===== src/rtl/ocrm_pkg.sv =====
// Package with register map, field layout, reset values and timing for the oscillator control bank
package ocrm_pkg;

  // Register offsets within page zero
  localparam logic [7:0] ADDR_PART_ID = 8'h00;
  localparam logic [7:0] ADDR_CTRL = 8'h07;
  localparam logic [7:0] ADDR_OUT_CTRL = 8'h11;
  localparam logic [7:0] ADDR_HS_LOW = 8'h17;
  localparam logic [7:0] ADDR_DIV_HIGH = 8'h18;
  localparam logic [7:0] ADDR_FB0 = 8'h1A;
  localparam logic [7:0] ADDR_FB1 = 8'h1B;
  localparam logic [7:0] ADDR_FB2 = 8'h1C;
  localparam logic [7:0] ADDR_FB3 = 8'h1D;
  localparam logic [7:0] ADDR_FB4 = 8'h1E;
  localparam logic [7:0] ADDR_FB_TOP = 8'h1F;
  localparam logic [7:0] ADDR_CAL_BYP = 8'h45;
  localparam logic [7:0] ADDR_FINE0 = 8'hE7;
  localparam logic [7:0] ADDR_FINE1 = 8'hE8;
  localparam logic [7:0] ADDR_FINE2 = 8'hE9;
  localparam logic [7:0] ADDR_PAGE = 8'hFF;
  localparam logic [1:0] PAGE_ZERO = 2'h0;

  // Field positions
  localparam int CTRL_RESET_BIT = 7;
  localparam int CTRL_CAL_BIT = 3;
  localparam int OUT_EN_BIT = 0;
  localparam int LS_LSB = 4;

  // Reset values
  localparam logic RST_OUT_EN = 1'b1;
  localparam logic [10:0] RST_HS_DIV = 11'h054;
  localparam logic [2:0] RST_LS_CODE = 3'h0;
  localparam logic [42:0] RST_FB_DIV = 43'h06400000000;
  localparam logic [23:0] RST_FINE = 24'h000000;
  localparam logic RST_CAL_BYP = 1'b1;
  localparam logic [1:0] RST_PAGE = 2'h0;

  // Identity values, both arbitrary
  localparam logic [7:0] PART_ID = 8'h5A;
  localparam logic [6:0] BUS_ADDR = 7'h55;

  // Divider limits
  localparam logic [10:0] FB_INT_MIN = 11'h03C;
  localparam logic [10:0] FB_INT_MAX = 11'h7FD;
  localparam logic [2:0] LS_MAX_CODE = 3'h5;

  // Calibration time
  localparam int CLK_FREQ_KHZ = 50000;
  localparam int CAL_TIME_MS = 30;
  localparam int CAL_CYCLES = CAL_TIME_MS * CLK_FREQ_KHZ;

  // Serial engine states
  typedef enum logic [2:0] {ST_IDLE, ST_ADDR, ST_ADDR_ACK, ST_WR, ST_WR_ACK, ST_RD, ST_RD_ACK} ocrm_state_t;

  // Frequency settings carried to the synthesis logic
  typedef struct packed {
    logic out_en;
    logic [10:0] hs_div;
    logic [2:0] ls_code;
    logic [42:0] fb_div;
    logic [23:0] fine;
  } ocrm_cfg_t;

  // One byte written by the serial engine
  typedef struct packed {
    logic stb;
    logic [7:0] addr;
    logic [7:0] data;
  } ocrm_wr_t;

endpackage : ocrm_pkg


===== src/rtl/ocrm_top.sv =====
// Oscillator control register bank behind a two-wire serial slave
`timescale 1ns/100ps
module ocrm_top #(
  parameter int CAL_CYCLES_P = ocrm_pkg::CAL_CYCLES
) (
  // Clock and reset
  input wire logic CLK_I,
  input wire logic RST_N_I,
  // Serial bus pins
  input wire logic SCL_I,
  input wire logic SDA_I,
  output logic SDA_O,
  output logic SDA_OE_O,
  // Synthesis settings and status
  output logic CLK_OUT_O,
  output ocrm_pkg::ocrm_cfg_t OSC_CFG_O,
  output logic CAL_BUSY_O,
  output logic FB_INT_VALID_O
);
  import ocrm_pkg::*;

  logic scl_s, sda_s, scl_d, sda_d;
  logic scl_rise, scl_fall, bus_start, bus_stop;
  ocrm_state_t state_r;
  logic [3:0] bit_cnt_r;
  logic [7:0] shift_r;
  logic [7:0] tx_r;
  logic rw_r, addr_phase_r, nack_r, sda_oe_r;
  logic [7:0] ptr_r;
  ocrm_wr_t wr_r;
  logic [7:0] rdata;
  ocrm_cfg_t cfg_r;
  logic [7:0] fine0_r, fine1_r;
  logic cal_byp_r;
  logic [1:0] page_r;
  logic soft_rst_r;
  logic bank_rst_n;
  logic cal_busy_r;
  logic [20:0] cal_cnt_r;
  logic fb_valid_r;
  logic pg0_wr;
  logic cal_cmd;

  // Pin synchronisers
  ocrm_sync #(.W(2)) u_sync (
    .clk_i(CLK_I),
    .rst_n_i(RST_N_I),
    .async_i({SCL_I, SDA_I}),
    .sync_o({scl_s, sda_s})
  );

  // Previous levels for edge and condition detection
  always_ff @(posedge CLK_I) begin
    if (!RST_N_I) begin
      scl_d <= 1'b1;
      sda_d <= 1'b1;
    end else begin
      scl_d <= scl_s;
      sda_d <= sda_s;
    end
  end

  // Our own data drive changes only while the clock is low, so it never fakes a start or stop
  assign scl_rise = scl_s && !scl_d;
  assign scl_fall = !scl_s && scl_d;
  assign bus_start = scl_s && scl_d && sda_d && !sda_s;
  assign bus_stop = scl_s && scl_d && !sda_d && sda_s;

  // Serial slave engine with auto-incrementing register pointer
  always_ff @(posedge CLK_I) begin
    if (!RST_N_I) begin
      state_r <= ST_IDLE;
      bit_cnt_r <= 4'h0;
      shift_r <= 8'h00;
      tx_r <= 8'h00;
      rw_r <= 1'b0;
      addr_phase_r <= 1'b0;
      nack_r <= 1'b0;
      sda_oe_r <= 1'b0;
      ptr_r <= 8'h00;
      wr_r <= '0;
    end else begin
      wr_r.stb <= 1'b0;
      if (bus_stop) begin
        state_r <= ST_IDLE;
        sda_oe_r <= 1'b0;
      end else if (bus_start) begin
        state_r <= ST_ADDR;
        bit_cnt_r <= 4'h0;
        sda_oe_r <= 1'b0;
      end else if (scl_rise) begin
        case (state_r)
          ST_ADDR, ST_WR: begin
            shift_r <= {shift_r[6:0], sda_s};
            bit_cnt_r <= bit_cnt_r + 4'h1;
          end
          ST_RD: begin
            bit_cnt_r <= bit_cnt_r + 4'h1;
          end
          ST_RD_ACK: begin
            nack_r <= sda_s;
          end
          default: begin
          end
        endcase
      end else if (scl_fall) begin
        case (state_r)
          ST_ADDR: begin
            if (bit_cnt_r == 4'h8) begin
              if (shift_r[7:1] == BUS_ADDR) begin
                state_r <= ST_ADDR_ACK;
                sda_oe_r <= 1'b1;
                rw_r <= shift_r[0];
              end else begin
                state_r <= ST_IDLE;
              end
            end
          end
          ST_ADDR_ACK: begin
            bit_cnt_r <= 4'h0;
            if (rw_r) begin
              state_r <= ST_RD;
              tx_r <= rdata;
              sda_oe_r <= !rdata[7];
            end else begin
              state_r <= ST_WR;
              sda_oe_r <= 1'b0;
              addr_phase_r <= 1'b1;
            end
          end
          ST_WR: begin
            if (bit_cnt_r == 4'h8) begin
              state_r <= ST_WR_ACK;
              sda_oe_r <= 1'b1;
              if (addr_phase_r) begin
                ptr_r <= shift_r;
                addr_phase_r <= 1'b0;
              end else begin
                wr_r.stb <= 1'b1;
                wr_r.addr <= ptr_r;
                wr_r.data <= shift_r;
                ptr_r <= ptr_r + 8'h01;
              end
            end
          end
          ST_WR_ACK: begin
            state_r <= ST_WR;
            bit_cnt_r <= 4'h0;
            sda_oe_r <= 1'b0;
          end
          ST_RD: begin
            if (bit_cnt_r == 4'h8) begin
              state_r <= ST_RD_ACK;
              sda_oe_r <= 1'b0;
              ptr_r <= ptr_r + 8'h01;
            end else begin
              tx_r <= {tx_r[6:0], 1'b0};
              sda_oe_r <= !tx_r[6];
            end
          end
          ST_RD_ACK: begin
            if (!nack_r) begin
              state_r <= ST_RD;
              bit_cnt_r <= 4'h0;
              tx_r <= rdata;
              sda_oe_r <= !rdata[7];
            end else begin
              state_r <= ST_IDLE;
            end
          end
          default: begin
            state_r <= ST_IDLE;
          end
        endcase
      end
    end
  end

  // Open-drain data pin: only ever pulled low
  assign SDA_O = 1'b0;
  assign SDA_OE_O = sda_oe_r;

  // page bits extend the address; page register reachable from every page
  always_comb begin
    rdata = 8'h00;
    if (ptr_r == ADDR_PAGE) begin
      rdata = {6'h00, page_r};
    end else if (page_r == PAGE_ZERO) begin
      case (ptr_r)
        ADDR_PART_ID: rdata = PART_ID;
        ADDR_CTRL: rdata = {4'h0, cal_busy_r, 3'h0};
        ADDR_OUT_CTRL: rdata = {7'h00, cfg_r.out_en};
        ADDR_HS_LOW: rdata = cfg_r.hs_div[7:0];
        ADDR_DIV_HIGH: rdata = {1'b0, cfg_r.ls_code, 1'b0, cfg_r.hs_div[10:8]};
        ADDR_FB0: rdata = cfg_r.fb_div[7:0];
        ADDR_FB1: rdata = cfg_r.fb_div[15:8];
        ADDR_FB2: rdata = cfg_r.fb_div[23:16];
        ADDR_FB3: rdata = cfg_r.fb_div[31:24];
        ADDR_FB4: rdata = cfg_r.fb_div[39:32];
        ADDR_FB_TOP: rdata = {5'h00, cfg_r.fb_div[42:40]};
        ADDR_CAL_BYP: rdata = {7'h00, cal_byp_r};
        ADDR_FINE0: rdata = fine0_r;
        ADDR_FINE1: rdata = fine1_r;
        ADDR_FINE2: rdata = cfg_r.fine[23:16];
        default: rdata = 8'h00;
      endcase
    end
  end

  assign pg0_wr = wr_r.stb && (page_r == PAGE_ZERO);
  assign cal_cmd = pg0_wr && (wr_r.addr == ADDR_CTRL) && wr_r.data[CTRL_CAL_BIT];

  // one-cycle soft reset pulse, self clearing
  always_ff @(posedge CLK_I) begin
    if (!RST_N_I) begin
      soft_rst_r <= 1'b0;
    end else begin
      soft_rst_r <= pg0_wr && (wr_r.addr == ADDR_CTRL) && wr_r.data[CTRL_RESET_BIT];
    end
  end
  assign bank_rst_n = RST_N_I && !soft_rst_r;

  // reset values; field packing; written reserved bits dropped
  always_ff @(posedge CLK_I) begin
    if (!bank_rst_n) begin
      cfg_r.out_en <= RST_OUT_EN;
      cfg_r.hs_div <= RST_HS_DIV;
      cfg_r.ls_code <= RST_LS_CODE;
      cfg_r.fb_div <= RST_FB_DIV;
      cal_byp_r <= RST_CAL_BYP;
      fine0_r <= RST_FINE[7:0];
      fine1_r <= RST_FINE[15:8];
      cfg_r.fine <= RST_FINE;
    end else if (pg0_wr) begin
      case (wr_r.addr)
        ADDR_OUT_CTRL: cfg_r.out_en <= wr_r.data[OUT_EN_BIT];
        ADDR_HS_LOW: cfg_r.hs_div[7:0] <= wr_r.data;
        ADDR_DIV_HIGH: begin
          cfg_r.hs_div[10:8] <= wr_r.data[2:0];
          cfg_r.ls_code <= wr_r.data[LS_LSB +: 3];
        end
        ADDR_FB0: cfg_r.fb_div[7:0] <= wr_r.data;
        ADDR_FB1: cfg_r.fb_div[15:8] <= wr_r.data;
        ADDR_FB2: cfg_r.fb_div[23:16] <= wr_r.data;
        ADDR_FB3: cfg_r.fb_div[31:24] <= wr_r.data;
        ADDR_FB4: cfg_r.fb_div[39:32] <= wr_r.data;
        ADDR_FB_TOP: cfg_r.fb_div[42:40] <= wr_r.data[2:0];
        ADDR_CAL_BYP: cal_byp_r <= wr_r.data[0];
        // fine offset staged low bytes, committed on top byte
        // Kept in this block so the settings word has a single driver
        ADDR_FINE0: fine0_r <= wr_r.data;
        ADDR_FINE1: fine1_r <= wr_r.data;
        ADDR_FINE2: cfg_r.fine <= {wr_r.data, fine1_r, fine0_r};
        default: begin
        end
      endcase
    end
  end

  // page select written from any page
  always_ff @(posedge CLK_I) begin
    if (!bank_rst_n) begin
      page_r <= RST_PAGE;
    end else if (wr_r.stb && wr_r.addr == ADDR_PAGE) begin
      page_r <= wr_r.data[1:0];
    end
  end

  // calibration timer; skipped under bypass. A retrigger restarts the wait.
  always_ff @(posedge CLK_I) begin
    if (!bank_rst_n) begin
      cal_busy_r <= 1'b0;
      cal_cnt_r <= 21'h000000;
    end else if (cal_cmd && !cal_byp_r) begin
      cal_busy_r <= 1'b1;
      cal_cnt_r <= 21'(CAL_CYCLES_P - 1);
    end else if (cal_busy_r) begin
      if (cal_cnt_r == 21'h000000) begin
        cal_busy_r <= 1'b0;
      end else begin
        cal_cnt_r <= cal_cnt_r - 21'h000001;
      end
    end
  end

  // integer part range flag, one cycle behind the word
  always_ff @(posedge CLK_I) begin
    if (!RST_N_I) begin
      fb_valid_r <= 1'b0;
    end else begin
      fb_valid_r <= (cfg_r.fb_div[42:32] >= FB_INT_MIN) && (cfg_r.fb_div[42:32] <= FB_INT_MAX);
    end
  end

  // Output clock generation
  ocrm_clkdiv u_clkdiv (
    .clk_i(CLK_I),
    .rst_n_i(RST_N_I),
    .en_i(cfg_r.out_en),
    .hs_div_i(cfg_r.hs_div),
    .ls_code_i(cfg_r.ls_code),
    .clk_o(CLK_OUT_O)
  );

  assign OSC_CFG_O = cfg_r;
  assign CAL_BUSY_O = cal_busy_r;
  assign FB_INT_VALID_O = fb_valid_r;
endmodule : ocrm_top


===== src/rtl/ocrm_sync.sv =====
// Two-stage synchroniser for pin inputs
`timescale 1ns/100ps
module ocrm_sync #(
  parameter int W = 2
) (
  // Clock and reset
  input wire logic clk_i,
  input wire logic rst_n_i,
  // Asynchronous and synchronised levels
  input wire logic [W-1:0] async_i,
  output logic [W-1:0] sync_o
);
  import ocrm_pkg::*;

  logic [W-1:0] meta_r;

  // First stage feeds only the second stage
  genvar gi;
  generate
    for (gi = 0; gi < W; gi++) begin : g_bit
      always_ff @(posedge clk_i) begin
        if (!rst_n_i) begin
          meta_r[gi] <= 1'b1;
          sync_o[gi] <= 1'b1;
        end else begin
          meta_r[gi] <= async_i[gi];
          sync_o[gi] <= meta_r[gi];
        end
      end
    end
  endgenerate

endmodule : ocrm_sync


===== src/rtl/ocrm_clkdiv.sv =====
// Output clock divider: high-speed divider times power-of-two divider, gated by enable
`timescale 1ns/100ps
module ocrm_clkdiv (
  // Clock and reset
  input wire logic clk_i,
  input wire logic rst_n_i,
  // Settings
  input wire logic en_i,
  input wire logic [10:0] hs_div_i,
  input wire logic [2:0] ls_code_i,
  // Divided clock
  output logic clk_o
);
  import ocrm_pkg::*;

  logic [15:0] div_n;
  logic [15:0] cnt_r;
  logic [2:0] shift;

  // power-of-two ratio, codes above five clip to 32
  always_comb begin
    shift = (ls_code_i > LS_MAX_CODE) ? LS_MAX_CODE : ls_code_i;
    div_n = 16'(hs_div_i) << shift;
  end

  // Period counter, restarts whenever the output is stopped
  always_ff @(posedge clk_i) begin
    if (!rst_n_i || !en_i) begin
      cnt_r <= 16'h0000;
    end else if (cnt_r >= div_n - 16'h0001) begin
      cnt_r <= 16'h0000;
    end else begin
      cnt_r <= cnt_r + 16'h0001;
    end
  end

  always_ff @(posedge clk_i) begin
    if (!rst_n_i) begin
      clk_o <= 1'b0;
    end else begin
      clk_o <= en_i && (cnt_r < (div_n >> 1));
    end
  end
endmodule : ocrm_clkdiv


===== config.mk =====
export PLATFORM = sky130hd
export DESIGN_NAME = ocrm_top
export DESIGN_NICKNAME = d
export VERILOG_FILES = /design/src/rtl/ocrm_pkg.sv /design/src/rtl/ocrm_top.sv /design/src/rtl/ocrm_sync.sv /design/src/rtl/ocrm_clkdiv.sv
export SDC_FILE = /design/constraint.sdc
export NUM_CORES = 1
export LEC_CHECK = 0
export BUFFER_PORTS_ARGS = -buffer_cell sky130_fd_sc_hd__buf_2
export CAP_MARGIN = 25
export CORE_ASPECT_RATIO = 0.9
export CORE_MARGIN = 2
export CORE_UTILIZATION = 45
export DETAILED_ROUTE_END_ITERATION = 10
export PLACE_DENSITY = 0.61
export SYNTH_ARGS = -nofsm -noshare
export SYNTH_HDL_FRONTEND = slang
export SYNTH_SLANG_ARGS = --single-unit

===== constraint.sdc =====
create_clock -name CLK_I -period 3.8 [get_ports CLK_I]
set_clock_uncertainty 0.05 [all_clocks]
set_input_delay 0.38 -clock CLK_I [delete_from_list [all_inputs] [get_ports CLK_I]]
set_output_delay 0.38 -clock CLK_I [all_outputs]
set_load 0.05 [all_outputs]

==> impl_metrics.toml <==
[clocking]
ctsHtreeMaxLevel = 4
ctsRootBufferMaster = "clkbuf_16"
clockBufferDepth = 2
cts_buffers = 17
path_clk_slew_ns = 0.08
worst_skew_pair.late_latency_ns = 0.44
cts_tree = "done"
cts_sinks = 199

[pwr]
power.density_nw_per_um2 = 344
pwr-share-clk_pct = 46.3
p_seq_share_pct = 51.3
power_leakage_nw = 4.81
p_int_mw = 3.04
vdd_drop_max_mv = 0.347
p_sw_share_pct = 25.7
comb_power_share_pct = 2.3
switchingPower_mw = 1.05

[grt]
use_met1_pct = 34.4
top_usage_layer = "met2"
gr-usage-all-layers_pct = 24.5
antenna_found_initial = 0
gr-total-overflow = 0
met2_usage_pct = 38.0
grt_use_met3_pct = 5.08
grt_pass1_vias = 8807
grt_max_degree = 59
grt_pass1_wl_mm = 49.0

[drt]
antenna_left = 0
vias_per_cell = 5.81
wl_mm = 30.7
drcViolationCount = 0
wl_per_cell_um = 18.4
drt_iter0_drc = 772
vias = 9694
dr.pass1.iters = 6

[yosys]
syn_avg_cell_area_um2 = 8.09
syn_nets = 1357
postSynthCellCount = 1317
async_reset_ff_share_pct = 0
ys_ff_latch = 199
ys_warn_count = 0
synth_cell_types = 85
ys_seq_area_share_pct = 37.4
synth_edf_count = 0
synth_top_flop_cell = "dfxtp_1"
syn_area_um2 = 10700

[floorplanning]
std_cell_rows = 53
dieArea_um2 = 24900
start_util_pct = 45.7
ioPinCount = 91
fp.dieW_um = 166
fp.dieH_um = 150
core_area_um2 = 23300

[setup_path]
worst-path-max-fanout = 16
crit_arrival_ns = 3.83
crit_required_ns = 4.12
critPathLaunchType = "flop"
end_kind = "flop"
critPathKind = "flop to flop"

[place]
placed_area_um2 = 11300
portBuffers = 89
dp.final_hpwl_mm = 21.9
placedCellCount = 1635
gp_congestion = 0.963
dp_slack_ns = 0.0144

[final_layout]
n_antenna_cell = 0
instances_no_fill = 1668
nNetsFinal = 1393
final_design_area_no_fill_um2 = 11900
post-route-util_pct = 51.0
drive_gt1_share_pct = 13.1
layout-area-overhead-vs-synth_pct = 11.8

[sta]
tightest_slew_ns = 0.861
final_hold_viol_count = 0
fmaxAchievable_ghz = 0.285
setup_tns_ns = 0
finalCritPeriodShare_pct = 92.2
timing.final.ws_setup_ns = 0.296
post-route-min-period_ns = 3.50
slew_headroom_pct = 42.1
rsz0062_at_grt = "false"
drv_slew = 0
final-setup-viol-count = 0

[run]
cap_violations = 0

[hold_path]
hold_class = "input pin to flop"

[outcome]
status = "finished, final reports clean"
area by class of cell:
class / count / area, µm²
well taps: 302 / 378
multi-input cells: 989 / 6160
clock buffers: 18 / 439
repair buffers: 113 / 638
inverters: 33 / 124
clock inverters: 14 / 185
fillers: 2285 / 11400
flip-flops and latches: 199 / 3990
path summary, 6_finish.rpt:
path                         start           endpoint  slack, ns  cells after the start
setup / recovery     OSC_CFG_O[67]  u_clkdiv.cnt_r[5]       0.30                     15
hold / removal               SDA_I   u_sync.meta_r[0]       0.07                      2
setup reg to reg     OSC_CFG_O[67]  u_clkdiv.cnt_r[5]       0.30                     15
hold reg to reg   u_sync.meta_r[0]   u_sync.sync_o[0]       0.38                      1
cell usage after synthesis (all sizes together), types with 13 or more instances:
cell    number  share of area (%)
nand4       15               0.88
nand3       45                2.1
xnor2       30                2.5
nand2      190                6.7
ha          36                4.2
mux2i       82                7.7
a22o        16                1.3
nand2b      24                1.4
nor3        30                1.5
xor2        18                1.5
dfxtp      199                 37
a21oi      104                4.9
buf         18                1.0
inv         32                1.1
nor2       142                5.1
a22oi       13               0.92
clkbuf      78                2.7
o21ai       43                2.0
or3         14               0.92
power groups by stage:
stage	Sequential [mW]	Combinational (mW)	Clock (mW)
after floorplan	2.15	0.0702	0
after global placement	2.15	0.0931	0
after detailed placement	2.15	0.0933	0
after CTS	2.10	0.0937	1.93
after global routing	2.10	0.106	2.02
final	2.10	0.0958	1.90
logic make-up (layout without fill, tap and decap cells):
kind of cell / Yosys count / count (layout) / synth area share [%]
flops: 199 / 199 / 37.4
fa+ha+maj: 38 / 38 / 4.41
buf+inv: 129 / 178 / 4.94
simple gates: 543 / 543 / 24.3
mux: 88 / 88 / 8.55
compound gates: 271 / 271 / 16.5
other cells: 1 / 1 / 0.0352
xor+xnor: 48 / 48 / 3.94
registers in the layout, summed over array words and instances (netlist names), 2 cells and up:
name	flops
fine0_r	8
u_sync.meta_r	2
wr_r	17
page_r	2
u_clkdiv.cnt_r	16
OSC_CFG_O	82
shift_r	8
u_sync.sync_o	2
cal_cnt_r	21
ptr_r	8
fine1_r	8
bit_cnt_r	4
state_r	3
tx_r	7
through the flow:
step	hold slack [ns]	power, mW
2_1_floorplan	0.336	2.22
3_3_place_gp	0.346	2.24
3_5_place_dp	0.354	2.24
4_1_cts	0.0535	4.13
5_1_grt	0.0667	4.23
6_report	0.0671	4.10
cells in the final DEF, fill, tap and decap left out, types with 16 or more instances in the layout:
master / n
nand3_1: 45
dfxtp_1: 197
a21oi_1: 104
inv_1: 32
nand2b_1: 23
nor2_1: 139
xnor2_1: 30
mux2i_1: 82
o21ai_0: 42
buf_2: 89
buf_4: 23
a22o_1: 16
nand2_1: 190
clkbuf_16: 17
xor2_1: 18
nor3_1: 27
ha_1: 36
critical path: stages, from the launching register on:
cell      delay (ns)
dfxtp_2         0.42
buf_4           0.23
nand2b_1        0.11
o22a_1          0.28
a21boi_0        0.35
and4_1          0.40
nand2_1         0.12
xnor2_1         0.15
ha_1            0.29
a21o_1          0.16
a21o_1          0.17
a21oi_1         0.16
o211ai_1        0.10
a21o_2          0.22
buf_12          0.15
nor2_1          0.09
metal layers:
layer,part of all wire (%),vias up
met5,0,-
met4,2.2,0
met3,6.5,47
met2,44,308
met1,47,4624
li1,-,4715
repair_timing:
item,4_1_cts,5_1_grt
resized for setup,0,3
endpoints found under the setup margin,0,16
setup buffers,0,1
hold buffers,0,0
Note: power is estimated with default switching activity, not from simulation.
